File: config.mk
export PLATFORM = sky130hd
export DESIGN_NAME = pd_biphase_mark_phy
export DESIGN_NICKNAME = d
export VERILOG_FILES = /design/src/include/pd_bmc_pkg.sv /design/src/logic/bmc_rx_decoder.sv /design/src/logic/pd_biphase_mark_phy.sv
export SDC_FILE = /design/constraint.sdc
export NUM_CORES = 1
export LEC_CHECK = 0
export BUFFER_PORTS_ARGS = -buffer_cell sky130_fd_sc_hd__buf_2
export CAP_MARGIN = 0
export CELL_PAD_IN_SITES_DETAIL_PLACEMENT = 1
export CELL_PAD_IN_SITES_GLOBAL_PLACEMENT = 2
export CORE_MARGIN = 5
export CORE_UTILIZATION = 34
export DETAILED_ROUTE_END_ITERATION = 7
export GPL_TIMING_DRIVEN = 0
export MAX_ROUTING_LAYER = met4
export PLACE_DENSITY = 0.76
export SKIP_LAST_GASP = 1
export SYNTH_ARGS = -nofsm -noshare
export SYNTH_HDL_FRONTEND = slang
export SYNTH_SLANG_ARGS = --single-unit
File: constraint.sdc
create_clock -name core_clk -period 2.03 [get_ports core_clk]
set_input_delay 0.406 -clock core_clk [delete_from_list [all_inputs] [get_ports core_clk]]
set_output_delay 0.406 -clock core_clk [all_outputs]
set_load 0.03 [all_outputs]
File: src/include/pd_bmc_pkg.sv
// Constants and types shared by the biphase mark PHY
// Function
// - Every bit cell starts with a line transition; receiver delimits cells by edges.
// - A one adds a mid-cell transition; receiver decodes a mid-cell edge as one.
// - High/low imbalance over a transmitted packet stays within half a bit.
// - Transmission starts by driving the line low before the first encoded bit.
// - Receiver relocks when the first preamble edge is missed; if it first locks on a mid-cell edge it flags one code error.
// - After the last bit a closing edge is sent before the driver releases.
// - Traffic uses only the configuration-channel pin chosen by cable orientation.
// - Driver enables the selected pin only while transmitting, else high impedance.
// - Only one party transmits at once; all others keep their driver off. Start defers only on rxBusy, not over a far end's edgeless lead.
package pd_bmc_pkg;
    localparam int CLK_PERIOD_NS = 100;
    localparam int BIT_TIME_NS = 3334;
    localparam int BIT_CYCLES = BIT_TIME_NS / CLK_PERIOD_NS;
    localparam int CNT_W = 8;
    localparam logic [CNT_W-1:0] HALF_CYC = CNT_W'(BIT_CYCLES / 2);
    localparam logic [CNT_W-1:0] SHORT_MAX_CYC = CNT_W'((BIT_CYCLES * 3) / 4);
    localparam logic [CNT_W-1:0] EDGE_WINDOW_CYC = CNT_W'(BIT_CYCLES + BIT_CYCLES / 4);
    localparam logic [CNT_W-1:0] CNT_ZERO = 8'h00;
    localparam logic [CNT_W-1:0] CNT_ONE = 8'h01;
    localparam logic IDLE_LEVEL = 1'b0;
    localparam logic SYNC_RESET = 1'b0;

    typedef enum logic [1:0] {TX_IDLE, TX_LEAD, TX_CELL, TX_TAIL} tx_state_e;
endpackage : pd_bmc_pkg

File: src/logic/bmc_rx_decoder.sv
// Biphase mark receiver: pin synchroniser, edge timing and bit decode
`timescale 1ns/1ps
`default_nettype none
module bmc_rx_decoder (
    input wire logic core_clk,
    input wire logic sys_rst,
    input wire logic enable,
    input wire logic lineIn,
    output logic rxBit,
    output logic rxBitValid,
    output logic rxFrameEnd,
    output logic rxCodeErr,
    output logic rxBusy
);
    logic syncA_r, syncB_r, syncC_r, level_r, level_nxt;
    logic busy_r, busy_nxt, half_r, half_nxt;
    logic bit_r, bit_nxt, valid_r, valid_nxt, end_r, end_nxt, err_r, err_nxt;
    logic [pd_bmc_pkg::CNT_W-1:0] cnt_r, cnt_nxt;
    logic agree, edgeSeen;

    // Second and third stage must agree before a change counts
    assign agree = (syncB_r == syncC_r);
    assign edgeSeen = agree && (syncC_r != level_r);

    always_comb begin
        level_nxt = agree ? syncC_r : level_r;
        busy_nxt = busy_r;
        half_nxt = half_r;
        bit_nxt = bit_r;
        valid_nxt = 1'b0;
        end_nxt = 1'b0;
        err_nxt = 1'b0;
        cnt_nxt = cnt_r;
        if (!enable) begin
            // Own transmission is not decoded
            busy_nxt = 1'b0;
            half_nxt = 1'b0;
            cnt_nxt = pd_bmc_pkg::CNT_ZERO;
        end else if (edgeSeen) begin
            cnt_nxt = pd_bmc_pkg::CNT_ZERO;
            busy_nxt = 1'b1;
            // First edge only opens timing, so if it is missed the first bit is lost
            if (busy_r) begin
                if (cnt_r < pd_bmc_pkg::SHORT_MAX_CYC) begin
                    if (half_r) begin
                        bit_nxt = 1'b1;
                        valid_nxt = 1'b1;
                        half_nxt = 1'b0;
                    end else begin
                        half_nxt = 1'b1;
                    end
                end else if (half_r) begin
                    // Locked on a mid-cell edge: resync on this boundary
                    half_nxt = 1'b0;
                    err_nxt = 1'b1;
                end else begin
                    bit_nxt = 1'b0;
                    valid_nxt = 1'b1;
                end
            end
        end else if (busy_r) begin
            if (cnt_r == pd_bmc_pkg::EDGE_WINDOW_CYC) begin
                busy_nxt = 1'b0;
                half_nxt = 1'b0;
                cnt_nxt = pd_bmc_pkg::CNT_ZERO;
                err_nxt = half_r;
                end_nxt = !half_r;
            end else begin
                cnt_nxt = cnt_r + pd_bmc_pkg::CNT_ONE;
            end
        end
    end

    always_ff @(posedge core_clk) begin
        if (sys_rst) begin
            syncA_r <= pd_bmc_pkg::SYNC_RESET;
            syncB_r <= pd_bmc_pkg::SYNC_RESET;
            syncC_r <= pd_bmc_pkg::SYNC_RESET;
            level_r <= pd_bmc_pkg::SYNC_RESET;
            busy_r <= 1'b0;
            half_r <= 1'b0;
            bit_r <= 1'b0;
            valid_r <= 1'b0;
            end_r <= 1'b0;
            err_r <= 1'b0;
            cnt_r <= pd_bmc_pkg::CNT_ZERO;
        end else begin
            syncA_r <= lineIn;
            syncB_r <= syncA_r;
            syncC_r <= syncB_r;
            level_r <= level_nxt;
            busy_r <= busy_nxt;
            half_r <= half_nxt;
            bit_r <= bit_nxt;
            valid_r <= valid_nxt;
            end_r <= end_nxt;
            err_r <= err_nxt;
            cnt_r <= cnt_nxt;
        end
    end

    assign rxBit = bit_r;
    assign rxBitValid = valid_r;
    assign rxFrameEnd = end_r;
    assign rxCodeErr = err_r;
    assign rxBusy = busy_r;
endmodule : bmc_rx_decoder
`default_nettype wire

File: src/logic/pd_biphase_mark_phy.sv
// Biphase mark PHY top: encoder, pin steering and receiver hookup
`timescale 1ns/1ps
`default_nettype none
module pd_biphase_mark_phy (
    input wire logic core_clk,
    input wire logic sys_rst,
    input wire logic orientFlipped,
    input wire logic txValid,
    input wire logic txData,
    input wire logic txLast,
    output logic txReady,
    output logic txBusy,
    output logic txDone,
    output logic txUnderrun,
    output logic rxBit,
    output logic rxBitValid,
    output logic rxFrameEnd,
    output logic rxCodeErr,
    output logic rxBusy,
    input wire logic configChannelPinAIn,
    output logic configChannelPinAOut,
    output logic configChannelPinAOe,
    input wire logic configChannelPinBIn,
    output logic configChannelPinBOut,
    output logic configChannelPinBOe,
    output logic configChannelPinSelected
);
    pd_bmc_pkg::tx_state_e state_r, state_nxt;
    logic [pd_bmc_pkg::CNT_W-1:0] cnt_r, cnt_nxt;
    logic second_r, second_nxt;
    logic level_r, level_nxt;
    logic bit_r, bit_nxt;
    logic last_r, last_nxt;
    logic selB_r, selB_nxt;
    logic oeA_r, oeA_nxt, oeB_r, oeB_nxt;
    logic done_r, done_nxt;
    logic under_r, under_nxt;
    logic drive;
    logic halfEnd;
    logic takeBit;
    logic rxLine;
    logic rxEnable;

    // Equal half cells keep the running disparity bounded
    assign halfEnd = (cnt_r == pd_bmc_pkg::HALF_CYC - pd_bmc_pkg::CNT_ONE);

    assign txReady = halfEnd && ((state_r == pd_bmc_pkg::TX_LEAD)
        || (state_r == pd_bmc_pkg::TX_CELL && second_r && !last_r));
    assign takeBit = txReady && txValid;
    assign txBusy = (state_r != pd_bmc_pkg::TX_IDLE);

    always_comb begin
        state_nxt = state_r;
        cnt_nxt = cnt_r + pd_bmc_pkg::CNT_ONE;
        second_nxt = second_r;
        level_nxt = level_r;
        bit_nxt = bit_r;
        last_nxt = last_r;
        selB_nxt = selB_r;
        drive = 1'b1;
        done_nxt = 1'b0;
        under_nxt = 1'b0;
        unique case (state_r)
            pd_bmc_pkg::TX_IDLE: begin
                cnt_nxt = pd_bmc_pkg::CNT_ZERO;
                level_nxt = pd_bmc_pkg::IDLE_LEVEL;
                // Orientation only follows while idle, never mid-frame
                selB_nxt = orientFlipped;
                drive = 1'b0;
                // Defer while the wire carries someone else's frame
                if (txValid && !rxBusy) begin
                    state_nxt = pd_bmc_pkg::TX_LEAD;
                    drive = 1'b1;
                    level_nxt = 1'b0;
                end
            end
            pd_bmc_pkg::TX_LEAD: begin
                if (halfEnd) begin
                    cnt_nxt = pd_bmc_pkg::CNT_ZERO;
                    level_nxt = !level_r;
                    second_nxt = 1'b0;
                    if (takeBit) begin
                        bit_nxt = txData;
                        last_nxt = txLast;
                        state_nxt = pd_bmc_pkg::TX_CELL;
                    end else begin
                        under_nxt = 1'b1;
                        state_nxt = pd_bmc_pkg::TX_TAIL;
                    end
                end
            end
            pd_bmc_pkg::TX_CELL: begin
                if (halfEnd) begin
                    cnt_nxt = pd_bmc_pkg::CNT_ZERO;
                    if (!second_r) begin
                        second_nxt = 1'b1;
                        if (bit_r) begin
                            level_nxt = !level_r;
                        end
                    end else begin
                        second_nxt = 1'b0;
                        // Next cell start, or the closing edge after the last bit
                        level_nxt = !level_r;
                        if (last_r) begin
                            state_nxt = pd_bmc_pkg::TX_TAIL;
                        end else if (takeBit) begin
                            bit_nxt = txData;
                            last_nxt = txLast;
                        end else begin
                            // Source ran dry: end cleanly rather than stretch a cell
                            under_nxt = 1'b1;
                            state_nxt = pd_bmc_pkg::TX_TAIL;
                        end
                    end
                end
            end
            pd_bmc_pkg::TX_TAIL: begin
                // Closing edge holds half a cell so the far end can clock it
                if (halfEnd) begin
                    cnt_nxt = pd_bmc_pkg::CNT_ZERO;
                    state_nxt = pd_bmc_pkg::TX_IDLE;
                    level_nxt = pd_bmc_pkg::IDLE_LEVEL;
                    last_nxt = 1'b0;
                    drive = 1'b0;
                    done_nxt = 1'b1;
                end
            end
        endcase
        // Only the selected pin is ever enabled
        oeA_nxt = drive && !selB_nxt;
        oeB_nxt = drive && selB_nxt;
    end

    always_ff @(posedge core_clk) begin
        if (sys_rst) begin
            state_r <= pd_bmc_pkg::TX_IDLE;
            cnt_r <= pd_bmc_pkg::CNT_ZERO;
            second_r <= 1'b0;
            level_r <= pd_bmc_pkg::IDLE_LEVEL;
            bit_r <= 1'b0;
            last_r <= 1'b0;
            selB_r <= 1'b0;
            oeA_r <= 1'b0;
            oeB_r <= 1'b0;
            done_r <= 1'b0;
            under_r <= 1'b0;
        end else begin
            state_r <= state_nxt;
            cnt_r <= cnt_nxt;
            second_r <= second_nxt;
            level_r <= level_nxt;
            bit_r <= bit_nxt;
            last_r <= last_nxt;
            selB_r <= selB_nxt;
            oeA_r <= oeA_nxt;
            oeB_r <= oeB_nxt;
            done_r <= done_nxt;
            under_r <= under_nxt;
        end
    end

    assign configChannelPinAOut = level_r;
    assign configChannelPinBOut = level_r;
    assign configChannelPinAOe = oeA_r;
    assign configChannelPinBOe = oeB_r;
    assign configChannelPinSelected = selB_r;
    assign txDone = done_r;
    assign txUnderrun = under_r;

    // Receiver listens on the same pin the driver would use
    assign rxLine = selB_r ? configChannelPinBIn : configChannelPinAIn;
    // Decoder held off while we drive, so our own frame is not decoded
    assign rxEnable = (state_r == pd_bmc_pkg::TX_IDLE);

    bmc_rx_decoder rxDecoder (
        .core_clk(core_clk),
        .sys_rst(sys_rst),
        .enable(rxEnable),
        .lineIn(rxLine),
        .rxBit(rxBit),
        .rxBitValid(rxBitValid),
        .rxFrameEnd(rxFrameEnd),
        .rxCodeErr(rxCodeErr),
        .rxBusy(rxBusy)
    );
endmodule : pd_biphase_mark_phy
`default_nettype wire

# Word level (Yosys, flattened, before mapping)

Cells that the tools add are included.

Register bits after elaboration: 37
Bits in latches: 0
RAM bits: 0
ROM bits: 0
Input port bits: 8
Memories: 0

Add/subtract/negate cells: 2
Multiply operators: 0
Divide/modulo/power cells: 0
Magnitude comparators: 1
Equality and inequality tests: 18
Shift-type cells: 0
Mux-type cells: 65
Bitwise gates (word level): 5
Reductions and logical operators: 32

Operators with widths:

| kind                                                                          | number |
|---|---|
| 1-bit two-way mux                                                             | 48 |
| 8-bit by 1-bit adder with 8-bit output (second input constant)                | 2 |
| 8-bit two-way mux                                                             | 2 |
| 2-bit inequality test (second input constant)                                 | 8 |
| 8-bit one-hot mux with 2 select lines                                         | 1 |
| 2-bit two-way mux                                                             | 7 |
| 6-bit AND reduction                                                           | 2 |
| 5-bit AND reduction                                                           | 2 |
| 8-bit by 4-bit == test with 1-bit output (second input constant)              | 1 |
| 8-bit by 6-bit == test with 1-bit output (second input constant)              | 1 |
| 1-bit logical AND                                                             | 8 |
| 8-bit by 5-bit less-than comparator with 1-bit output (second input constant) | 1 |
| 1-bit one-hot mux with 2 select lines                                         | 4 |
| 2-bit one-hot mux with 4 select lines                                         | 1 |
| 3-bit inequality test (second input constant)                                 | 2 |
| 2-bit nonzero test                                                            | 3 |
| 3-bit OR reduction                                                            | 2 |
| 1-bit zero test                                                               | 5 |
| 1-bit inverter                                                                | 5 |
| 5-bit OR reduction                                                            | 1 |
| 2-bit == test (second input constant)                                         | 2 |
| 1-bit one-hot mux with 4 select lines                                         | 1 |
| 4-bit AND reduction                                                           | 1 |
| 2-bit OR reduction                                                            | 2 |
| other kinds (11)                                                              | 11 |

# Longest topological paths before layout

Gate-level depths: netlist of run 1.

Depth after elaboration: 11
Mapped depth: 7

# Hierarchy

From an unflattened synthesis of run 1, not the netlist that was laid out.

Cells, all modules: 203
Area total of the unflattened synthesis: 1,829.3 µm²

Modules (own cells, without submodules):

| module              | instances | cells each | area an instance (µm²) |
|---|---|---|---|
| pd_biphase_mark_phy | 1         | 112        | 958.4 |
| bmc_rx_decoder      | 1         | 91         | 870.8 |

# Worst setup path after synthesis of run 1

Ideal clock, no wire load.

Path kind: flip-flop to flip-flop
Start point: register state_r[0]
End point: register state_r[0]
Arrival: 1.725 ns
Slack: 0.187 ns
Stages on the path, launching flop included: 8
Path buffers: 1
Cells stage by stage: dfxtp_1 -> inv_1 -> ha_1 -> clkbuf_1 -> inv_1 -> o21ai_0 -> a211o_1 -> a32o_1

Cells in the longest elaborated chain, start to end: 9
Elaborated cells between the ends (all ways): 19
Classes of those cells: eq/ne: 9; mux: 3; reduce/logical: 7

RTL lines:

| item                                  | RTL line                                             | source |
|---|---|---|
| start, declared                       | pd_biphase_mark_phy.sv:28                            | `pd_bmc_pkg::tx_state_e state_r, state_nxt;` |
| start signal, assigned                | pd_biphase_mark_phy.sv:136                           | `state_r <= pd_bmc_pkg::TX_IDLE;` |
| start signal, assigned                | pd_biphase_mark_phy.sv:148                           | `state_r <= state_nxt;` |
| 2-bit == test                         | pd_biphase_mark_phy.sv:48, pd_biphase_mark_phy.sv:63 |  |
| 1-bit logical AND (2 in series)       | pd_biphase_mark_phy.sv:48                            | `\|\| (state_r == pd_bmc_pkg::TX_CELL && second_r && !last_r));` |
| 1-bit logical OR                      | pd_biphase_mark_phy.sv:48                            |  |
| 1-bit logical AND                     | pd_biphase_mark_phy.sv:47                            | `assign txReady = halfEnd && ((state_r == pd_bmc_pkg::TX_LEAD)` |
| 1-bit logical AND                     | pd_biphase_mark_phy.sv:49                            | `assign takeBit = txReady && txValid;` |
| 1-bit two-way mux                     | pd_biphase_mark_phy.sv:82                            | `if (takeBit) begin` |
| 2-bit two-way mux                     | pd_biphase_mark_phy.sv:78                            | `if (halfEnd) begin` |
| 2-bit one-hot mux with 4 select lines | pd_biphase_mark_phy.sv:63                            | `unique case (state_r)` |

Parallel ways exist; a longest one is shown, timed or not. The select of a mux whose other input is x is not followed.
A chain may end at the register's enable or synchronous reset.

# Final worst setup path of run 1

Start point: register cnt_r[0] in the netlist's numbering
End point: output port txReady

Cells in the longest elaborated chain, start to end: 2

RTL lines:

| item                                     | RTL line                   | source |
|---|---|---|
| start, declared                          | pd_biphase_mark_phy.sv:29  | `logic [pd_bmc_pkg::CNT_W-1:0] cnt_r, cnt_nxt;` |
| start signal, assigned                   | pd_biphase_mark_phy.sv:137 | `cnt_r <= pd_bmc_pkg::CNT_ZERO;` |
| start signal, assigned                   | pd_biphase_mark_phy.sv:149 | `cnt_r <= cnt_nxt;` |
| 8-bit by 4-bit == test with 1-bit output | pd_biphase_mark_phy.sv:45  | `assign halfEnd = (cnt_r == pd_bmc_pkg::HALF_CYC - pd_bmc_pkg::CNT_ONE);` |
| 1-bit logical AND                        | pd_biphase_mark_phy.sv:47  |  |
| end, declared                            | pd_biphase_mark_phy.sv:11  | `output logic txReady,` |

No other way between the ends.

==> summary.md, run 1 <==
| Metric | Value |
|---|---|
| Final hold vios | `0` |
| Post-synthesis sequential area ratio | `43.2%` |
| Tcrit/Tclk final | `96.4%` |
| Initial antenna violation count | `0` |
| Num Clock Sinks | `37` |
| Core Rows | `25` |
| Layout cells sized above 1 | `17.6%` |
| Most frequent cells in the layout | `35 x dfxtp_1, 31 x nor2_1, 19 x buf_2` |
| Worst-Margin Slew | `0.613 ns` |
| CTS Hold Buffers Added | `0` |
| 1st-pass router iterations | `4` |
| Pins Over Slew Limit | `0` |
| Internal | `1.33 mW` |
| Initial core utilization | `35.6%` |
| Die Wd | `81.0 µm` |
| RR Startpoint | `state_r[1]` |
| P_sw | `0.811 mW` |
| Layout net count | `238` |
| Crit path time final | `1.96 ns` |
| MaxCap Viol Count | `0` |
| Setup TNS | `0 ns` |
| R2R Setup Slk | `0.17 ns` |
| Most used flip-flop cell after synthesis | `dfxtp_1` |
| # H-tree levels | `2` |
| Initial DRC count | `27` |
| TritonCTS clock tree | `yes` |
| Async S/R FF share, synth | `0%` |
| DR WL/cell | `15.0 µm` |
| CP Data Arrival Time | `1.55 ns` |
| Clock Pin Slew Worst Setup and Hold Paths | `0.08 ns` |
| EDFF count, synth | `0` |
| Crit-path slowest cell | `dfxtp_2` |
| Yosys reg bits | `37` |
| Clock Latency Late Sink | `0.29 ns` |
| Fillers | `587` |
| Ports | `22` |
| Largest net degree at the start of global routing | `11` |
| DPL Wire Length | `3190 µm` |
| Hold path cells | `3` |
| First-pass GRT wire length | `7290 µm` |
| Clock Path Buffers | `2` |
| Gr usage total | `14.7%` |
| Clock Skew | `0.0110 ns` |
| Die height | `81.0 µm` |
| Crit. End Element | `primary output` |
| # port buffers | `20` |
| Clock root cell | `clkbuf_8` |
| Setup Viol. Count Final | `0` |
| Slew HR | `59.0%` |
| Layout Utilization | `42.0%` |
| DRC Markers | `0` |
| Cell Pwr Density | `1060 nW/µm²` |
| WS Path Type | `flip-flop to primary output` |
| Max incr delay on CP | `0.35 ns` |
| Biggest regs | `cnt_r x8, rxDecoder.cnt_r x8, state_r x2` |
| Final hold slack | `0.353 ns` |
| Vias in the first global route | `1493` |
| Detail Route Antenna Nets | `0` |
| Crit start category | `flip-flop` |
| YS warnings | `0` |
| Logic pwr share | `35.5%` |
| Req. time, crit path | `1.62 ns` |
| Pleak | `0.795 nW` |
| Routed via count | `1451` |
| Status | `finished clean` |
| Most common cell after layout, fill and taps aside | `dfxtp_1` |
| Final Wtd Congestion | `0.835` |
| N_diodes | `0` |
| Vias/cell | `5.02` |
| Overflow after GRT | `0` |
| Clk pwr share | `24.5%` |
| Maximum fanout along the worst path | `10` |
| Total power | `2.14 mW` |
| Core area | `4820 µm²` |
| Reg2reg path depth | `6` |
| Syn Nets | `211` |
| Die area | `6570 µm²` |
| Synth Cell Area | `1720 µm²` |
| Hold Path Class | `input pin to flip-flop` |
| Seq pwr share | `40.1%` |
| Area Overhead vs Synth | `17.9%` |
| Fmax achieved | `511 MHz` |
| Worst R2R End | `configChannelPinAOut` |
| Worst Hold End | `bit_r` |
| Crit-path cells | `ha_1 -> and3_1 -> buf_6 -> nand2_4 -> nor2_1 -> buf_4` |
| TritonCTS buffer count | `5` |
| DRT Wirelength | `4320 µm` |
| Critical hold path startpoint | `txData` |
| Cells after Synth | `195` |
| Switching Share | `37.8%` |
| Worst VDD drop | `0.405 mV` |
| Netlist cell types | `43` |
| RSZ-0062 raised after global routing | `yes` |
| Synthesized area per cell | `8.80 µm²` |
## cell type report
class | instances | area, µm² | share of cell area [%]
flip-flops and latches | 37 | 743 | 36.8
multi-input cells | 144 | 938 | 46.4
repair buffers | 21 | 110 | 5.45
plain buffers | 5 | 30.0 | 1.49
clock buffers | 7 | 86.3 | 4.27
well taps | 67 | 83.8 | 4.15
inverters | 8 | 30.0 | 1.49
## Yosys cell counts, types with 2 or more instances
cell | count | area (µm²)
a2111oi_0 | 2 | 17.5
dfxtp_1 | 37 | 741
xor2_1 | 4 | 35.0
a21boi_0 | 2 | 15.0
nand2_1 | 14 | 52.6
nor2_1 | 31 | 116
mux2i_1 | 5 | 50.1
nor2b_1 | 7 | 43.8
ha_1 | 8 | 100
nand3_1 | 7 | 35.0
and3_1 | 3 | 18.8
nand4_1 | 3 | 18.8
a21oi_1 | 9 | 45.0
nand2b_1 | 2 | 12.5
inv_1 | 8 | 30.0
xnor2_1 | 7 | 61.3
and3b_1 | 2 | 17.5
o21ai_0 | 7 | 35.0
nor3_1 | 9 | 45.0
o2111ai_1 | 2 | 17.5
clkbuf_1 | 4 | 15.0
## layer usage
| metal | track usage, % | vias up | routed length [µm] |
|---|---|---|---|
| li1 | - | 732 | - |
| met4 | 4.05 | 0 | 55 |
| met5 | - | - | 0 |
| met3 | 3.88 | 7 | 163 |
| met2 | 24.1 | 20 | 2110 |
| met1 | 17.8 | 692 | 1990 |
## critical path: cells and delay by family (launching register included)
kind                       cells  cell delay (ns)
adders and majority gates      1             0.19
buffers and inverters          2             0.32
DFF                            1             0.35
and+or+nand+nor                3             0.39
## metrics by stage
stage	setup WS (ns)	cells	area, µm²
finish	0.0722	289	2020
global route	-0.0320	289	2020
CTS	-0.0566	288	1980
detailed placement	0.0247	282	1900
global placement	-0.0321	282	1900
floorplan	0.187	195	1720
## power by group through the flow
stage / registers, mW / clock network (mW) / logic, mW
final: 0.859 / 0.525 / 0.760
after CTS: 0.851 / 0.538 / 0.737
after detailed placement: 0.867 / 0 / 0.728
after global placement: 0.858 / 0 / 0.712
after floorplan: 0.913 / 0 / 0.471
after global routing: 0.869 / 0.573 / 0.833
## logic make-up after synthesis
group | after synthesis | synth area share [%]
AO/OA/AOI/OAI | 33 | 13.0
XOR/XNOR | 11 | 5.62
adder cells (fa/ha/maj) | 8 | 5.84
buffers and inverters | 14 | 3.35
flip-flops | 37 | 43.2
multiplexers | 6 | 3.57
AND/OR/NAND/NOR | 86 | 25.5
## worst max-delay path by stage
stage / endpoint / cells past startpoint / start / slack (ns)
after floorplan: state_r[0] / 7 / state_r[0] / 0.19
after global placement: rxDecoder.rxBit / 5 / rxDecoder.cnt_r[4] / -0.03
after detailed placement: rxDecoder.rxBit / 5 / rxDecoder.cnt_r[4] / 0.02
after CTS: txReady / 4 / cnt_r[5] / -0.06
after global routing: rxDecoder.rxBit / 5 / rxDecoder.cnt_r[4] / -0.03
final: txReady / 6 / cnt_r[0] / 0.07
## repair_timing
action                     in CTS  in global routing
buffers inserted                0                  1
resized for setup               1                 10
pin swaps                       0                  1
setup endpoints to repair       2                  4
Power figures use the tool's default switching activity.
==> run 2: changes to the inputs <==
- ABC_CLOCK_PERIOD_IN_PS: not set -> 2029
- RECOVER_POWER: not set -> 50
==> summary.md, run 2 (synthesized netlist as in run 1, its figures left out) <==
| Metric | Value |
|---|---|
| Status | `finished clean` |
| Worst setup margin | `0.0728 ns (+0.000620 ns)` |
| WS Path Type | `flip-flop to primary output` |
| RSZ-0062 raised after global routing | `yes` |
| Cell count after placement | `282 (unchanged)` |
| Initial antenna violation count | `0 (unchanged)` |
| Maximum fanout along the worst path | `10 (unchanged)` |
| Worst VDD drop | `0.400 mV (-1.0%)` |
| DR WL/cell | `15.0 µm (+0.39%)` |
| CP Data Arrival Time | `1.55 ns (about the same)` |
| 1st-pass router iterations | `4 (unchanged)` |
| Layout Utilization | `41.7% (-0.31 points)` |
| Layout net count | `238 (unchanged)` |
| Layout cells sized above 1 | `12.2% (-5.4 points)` |
| Die Wd | `81.0 µm (unchanged)` |
| Clock Pin Slew Worst Setup and Hold Paths | `0.08 ns (about the same)` |
| DRC Markers | `0 (unchanged)` |
| First-pass GRT wire length | `7290 µm (unchanged)` |
| Slew HR | `59.0% (unchanged)` |
| # H-tree levels | `2 (unchanged)` |
| TritonCTS buffer count | `5 (unchanged)` |
| Most frequent cells in the layout | `35 x dfxtp_1, 31 x nor2_1, 16 x clkbuf_1` |
| Final Wtd Congestion | `0.835 (unchanged)` |
| Clock Path Buffers | `2 (unchanged)` |
| Area Overhead vs Synth | `17.0%` |
| Clock Skew | `0.0106 ns (-0.000453 ns)` |
| Most common cell after layout, fill and taps aside | `dfxtp_1` |
| Routed via count | `1448 (-0.21%)` |
| Crit start category | `flip-flop` |
| Biggest regs | `cnt_r x8, rxDecoder.cnt_r x8, state_r x2` |
| Setup Viol. Count Final | `0 (unchanged)` |
| Num Clock Sinks | `37 (unchanged)` |
| Dpl ws | `0.0247 ns (unchanged)` |
| # port buffers | `20 (unchanged)` |
| Crit. End Element | `primary output` |
| Die height | `81.0 µm (unchanged)` |
| Detail Route Antenna Nets | `0 (unchanged)` |
| MaxCap Viol Count | `0 (unchanged)` |
| Fmax achieved | `511 MHz (about the same)` |
| Fin cells | `289 (unchanged)` |
| Ports | `22 (unchanged)` |
| Initial DRC count | `28 (+3.7%)` |
| Overflow after GRT | `0 (unchanged)` |
| Hold Path Class | `input pin to flip-flop` |
| Vias in the first global route | `1493 (unchanged)` |
| Pleak | `0.744 nW (-6.4%)` |
| Tcrit/Tclk final | `96.4% (about the same)` |
| N_diodes | `0 (unchanged)` |
| Fillers | `590 (+0.51%)` |
| Core Rows | `25 (unchanged)` |
| Largest net degree at the start of global routing | `11 (unchanged)` |
| Cell Pwr Density | `1060 nW/µm² (+0.28%)` |
| Worst-Margin Slew | `0.613 ns (+0.0000000596 ns)` |
| Clock Latency Late Sink | `0.29 ns (about the same)` |
| DPL Wire Length | `3190 µm (unchanged)` |
| DRT Wirelength | `4340 µm (+0.39%)` |
| Initial core utilization | `35.6% (unchanged)` |
| Vias/cell | `5.01 (-0.21%)` |
| Crit path time final | `1.96 ns (-0.000620 ns)` |
| TritonCTS clock tree | `yes` |
| Die area | `6570 µm² (unchanged)` |
| Sequential cell area | `743 µm² (unchanged)` |
| Setup TNS | `0 ns (unchanged)` |
| Req. time, crit path | `1.62 ns (about the same)` |
| Multi-input gate area | `938 µm² (unchanged)` |
| Core area | `4820 µm² (unchanged)` |
| Gr usage total | `14.7% (unchanged)` |
| Pins Over Slew Limit | `0 (unchanged)` |
| Clock root cell | `clkbuf_8` |
| Final hold vios | `0 (unchanged)` |
[run 2: critical path, cell delays in order, from the launching register on]
cell and delay, ns:
dfxtp_2 0.35, ha_1 0.19, and3_1 0.19, buf_6 0.15, nand2_4 0.08, nor2_1 0.12
buf_4 0.17
[run 2: layer usage]
metal	vias to the layer above	part of all wire, %	GRT usage, %
met2	20	49	24.1
met1	689	46	17.8
met4	0	1.3	4.05
met5	-	0	-
li1	732	-	-
met3	7	3.6	3.88
[run 2: worst paths after layout]
| path | from | endpoint | slack [ns] | cells after the start |
|---|---|---|---|---|
| worst max-delay path | cnt_r[0] | txReady | 0.07 | 6 |
| worst min-delay path | txData | bit_r | 0.35 | 3 |
| worst max register to register | state_r[1] | configChannelPinAOut | 0.17 | 6 |
| worst min register to register | cnt_r[0] | cnt_r[0] | 0.44 | 1 |
[run 2: layout make-up]
class	instances	area share, %
tap	67	4.18
sequential	37	37.0
multi-input combinational	144	46.8
clock buffer	7	4.30
timing repair buffer	21	4.74
inverter	8	1.50
buffer	5	1.50
[run 2: stage by stage]
stage / area, µm² / hold slack, ns / total power [mW]
floorplan: 1720 / 0.414 / 1.38
global placement: 1900 / 0.419 / 1.57
global route: 2010 / 0.350 / 2.27
finish: 2010 / 0.353 / 2.13
CTS: 1980 / 0.355 / 2.13
detailed placement: 1900 / 0.429 / 1.59
[run 2: power by group]
part / leakage [nW] / switching [mW] / internal [mW]
sequential: 0.301 / 0.0613 / 0.799
combinational: 0.399 / 0.496 / 0.253
clock: 0.0443 / 0.255 / 0.270
total: 0.744 / 0.812 / 1.32
[run 2: what timing repair did]
| item | CTS | global route |
|---|---|---|
| hold buffers | 0 | 0 |
| gates resized for setup | 1 | 10 |
| pin swaps | 0 | 1 |
| setup buffers | 0 | 1 |
| setup endpoints to repair | 2 | 4 |
==> run 3: changes to the inputs <==
- ABC_CLOCK_PERIOD_IN_PS: 2029 -> 1600
- CORE_UTILIZATION: 34 -> 31
- PLACE_DENSITY: 0.76 -> 0.73
- clock period: 2.03 -> 1.6 ns (I/O delays scaled with it)
==> summary.md, run 3 (synthesized netlist as in run 1, its figures left out) <==
| Metric | Value |
|---|---|
| Status | `complete, but fails checks` |
| Violated checks | `setup timing` |
| Cell Pwr Density | `1380 nW/µm² (+30%)` |
| Vias/cell | `4.91 (-2.0%)` |
| Vias in the first global route | `1545 (+3.5%)` |
| Crit start category | `flip-flop` |
| Layout net count | `259 (+8.8%)` |
| First-pass GRT wire length | `7560 µm (+3.8%)` |
| Req. time, crit path | `1.28 ns (-0.34 ns)` |
| Setup TNS | `-0.290 ns (-0.290 ns)` |
| MaxCap Viol Count | `0 (unchanged)` |
| Clock Latency Late Sink | `0.30 ns (about the same)` |
| Largest net degree at the start of global routing | `13 (+2)` |
| CTS Hold Buffers Added | `0 (unchanged)` |
| Crit-path cells | `inv_4 -> ha_4 -> and3b_1 -> nor2_2 -> nor2_4 -> buf_6` |
| Clock Skew | `0.00608 ns (-0.00450 ns)` |
| DR WL/cell | `15.5 µm (+3.4%)` |
| Detail Route Antenna Nets | `0 (unchanged)` |
| Clock Path Buffers | `2 (unchanged)` |
| Core area | `5440 µm² (+13%)` |
| Initial DRC count | `51 (+82%)` |
| Slew HR | `62.2% (+3.1 points)` |
| # port buffers | `20 (unchanged)` |
| Num Clock Sinks | `37 (unchanged)` |
| Ports | `22 (unchanged)` |
| Tcrit/Tclk final | `107%` |
| Die Wd | `84.4 µm (+4.1%)` |
| Clock Pin Slew Worst Setup and Hold Paths | `0.08 ns (about the same)` |
| Final hold slack | `0.253 ns (-0.0992 ns)` |
| Worst setup margin | `-0.110 ns (-0.183 ns)` |
| Global route hottest layer | `met2` |
| Routed via count | `1552 (+7.2%)` |
| Area Overhead vs Synth | `42.0%` |
| TritonCTS clock tree | `yes` |
| WS Path Type | `flip-flop to primary output` |
| Die area | `7120 µm² (+8.5%)` |
| Fmax achieved | `585 MHz` |
| Layout cells sized above 1 | `34.0% (+22 points)` |
| TritonCTS buffer count | `5 (unchanged)` |
| Final Wtd Congestion | `0.736 (-12%)` |
| Crit path time final | `1.71 ns` |
| N_diodes | `0 (unchanged)` |
| Gr usage total | `13.7% (-1.0 points)` |
| Met3 Usage GRT | `4.22% (+0.34 points)` |
| Core Rows | `27 (+8.0%)` |
| Maximum fanout along the worst path | `3 (-7)` |
| Most frequent cells in the layout | `29 x nor2_1, 26 x dfxtp_1, 21 x buf_4` |
| Clock root cell | `clkbuf_8` |
| Pins Over Slew Limit | `0 (unchanged)` |
| Worst VDD drop | `0.841 mV (+110%)` |
| Global routing usage on met1 | `17.1% (-0.66 points)` |
| RSZ-0062 raised after global routing | `yes` |
| Crit. End Element | `primary output` |
| Die height | `84.4 µm (+4.1%)` |
| CP Data Arrival Time | `1.39 ns (-0.16 ns)` |
| Biggest regs | `cnt_r x8, rxDecoder.cnt_r x8, state_r x2` |
| Pleak | `0.899 nW (+21%)` |
| Met2 usage | `20.3% (-3.8 points)` |
| Crit-path slowest cell | `dfxtp_2` |
| Initial antenna violation count | `0 (unchanged)` |
| Hold Path Class | `input pin to flip-flop` |
| Most common cell after layout, fill and taps aside | `nor2_1` |
| Final hold vios | `0 (unchanged)` |
| Max incr delay on CP | `0.36 ns (about the same)` |
| # H-tree levels | `2 (unchanged)` |
| Initial core utilization | `31.5% (-4.1 points)` |
| DPL Wire Length | `2950 µm (-7.4%)` |
| DRC Markers | `0 (unchanged)` |
| Worst-Margin Slew | `0.566 ns (-0.0465 ns)` |
| 1st-pass router iterations | `4 (unchanged)` |
| Overflow after GRT | `0 (unchanged)` |
| DRT Wirelength | `4910 µm (+13%)` |
| Setup Viol. Count Final | `4 (+4)` |
-- run 3: what timing repair did --
item	4_1_cts	5_1_grt
gates resized for setup	34	30
endpoints found under the setup margin	17	19
buffers inserted	12	12
pin swaps	10	9
hold endpoints to repair	0	0
-- run 3: worst paths after layout --
check,start,end,slack (ns),cells past startpoint
min,txData,bit_r,0.25,3
max reg2reg,state_r[0],configChannelPinAOut,-0.08,7
min reg2reg,rxDecoder.syncA_r,rxDecoder.syncB_r,0.45,1
max,state_r[0],txReady,-0.11,6
-- run 3: worst max-delay path, delay by kind of cell, from the launching register on --
family                   cells  cell delay, ns
AND/OR/NAND/NOR              3            0.39
adder cells (fa/ha/maj)      1            0.16
buffers and inverters        2            0.19
flip-flops                   1            0.36
-- run 3: layout make-up --
type / instances / area (µm²)
fill: 622 / 3000
multi-input combinational: 144 / 1130
sequential: 37 / 764
timing repair buffer: 43 / 279
tap: 72 / 90.1
clock buffer: 6 / 82.6
clock inverter: 2 / 37.5
inverter: 8 / 35.0
buffer: 4 / 20.0
-- run 3: per-stage QoR --
| step | setup WS, ns | total power [mW] | cell area, µm² | util (%) | instances |
|---|---|---|---|---|---|
| after floorplan | -0.0489 | 1.78 | 1730 | - | 195 |
| after global placement | -0.244 | 2.03 | 1920 | 35.3 | 287 |
| after detailed placement | -0.237 | 2.03 | 1920 | 35.3 | 287 |
| after CTS | -0.102 | 3.08 | 2250 | 41.4 | 306 |
| after global routing | -0.186 | 3.55 | 2440 | 44.8 | 316 |
| final | -0.110 | 3.36 | 2440 | 44.8 | 316 |
-- run 3: layer usage --
| metal | vias to the layer above | routed length, µm |
|---|---|---|
| met2 | 21 | 2380 |
| li1 | 779 | - |
| met1 | 744 | 2240 |
| met5 | - | 0 |
| met4 | 0 | 74 |
| met3 | 8 | 216 |
-- run 3: where the power goes --
group	switching, mW	total [mW]	internal (mW)
logic	0.802	1.39	0.585
registers	0.0871	1.10	1.02
clock network	0.361	0.868	0.507
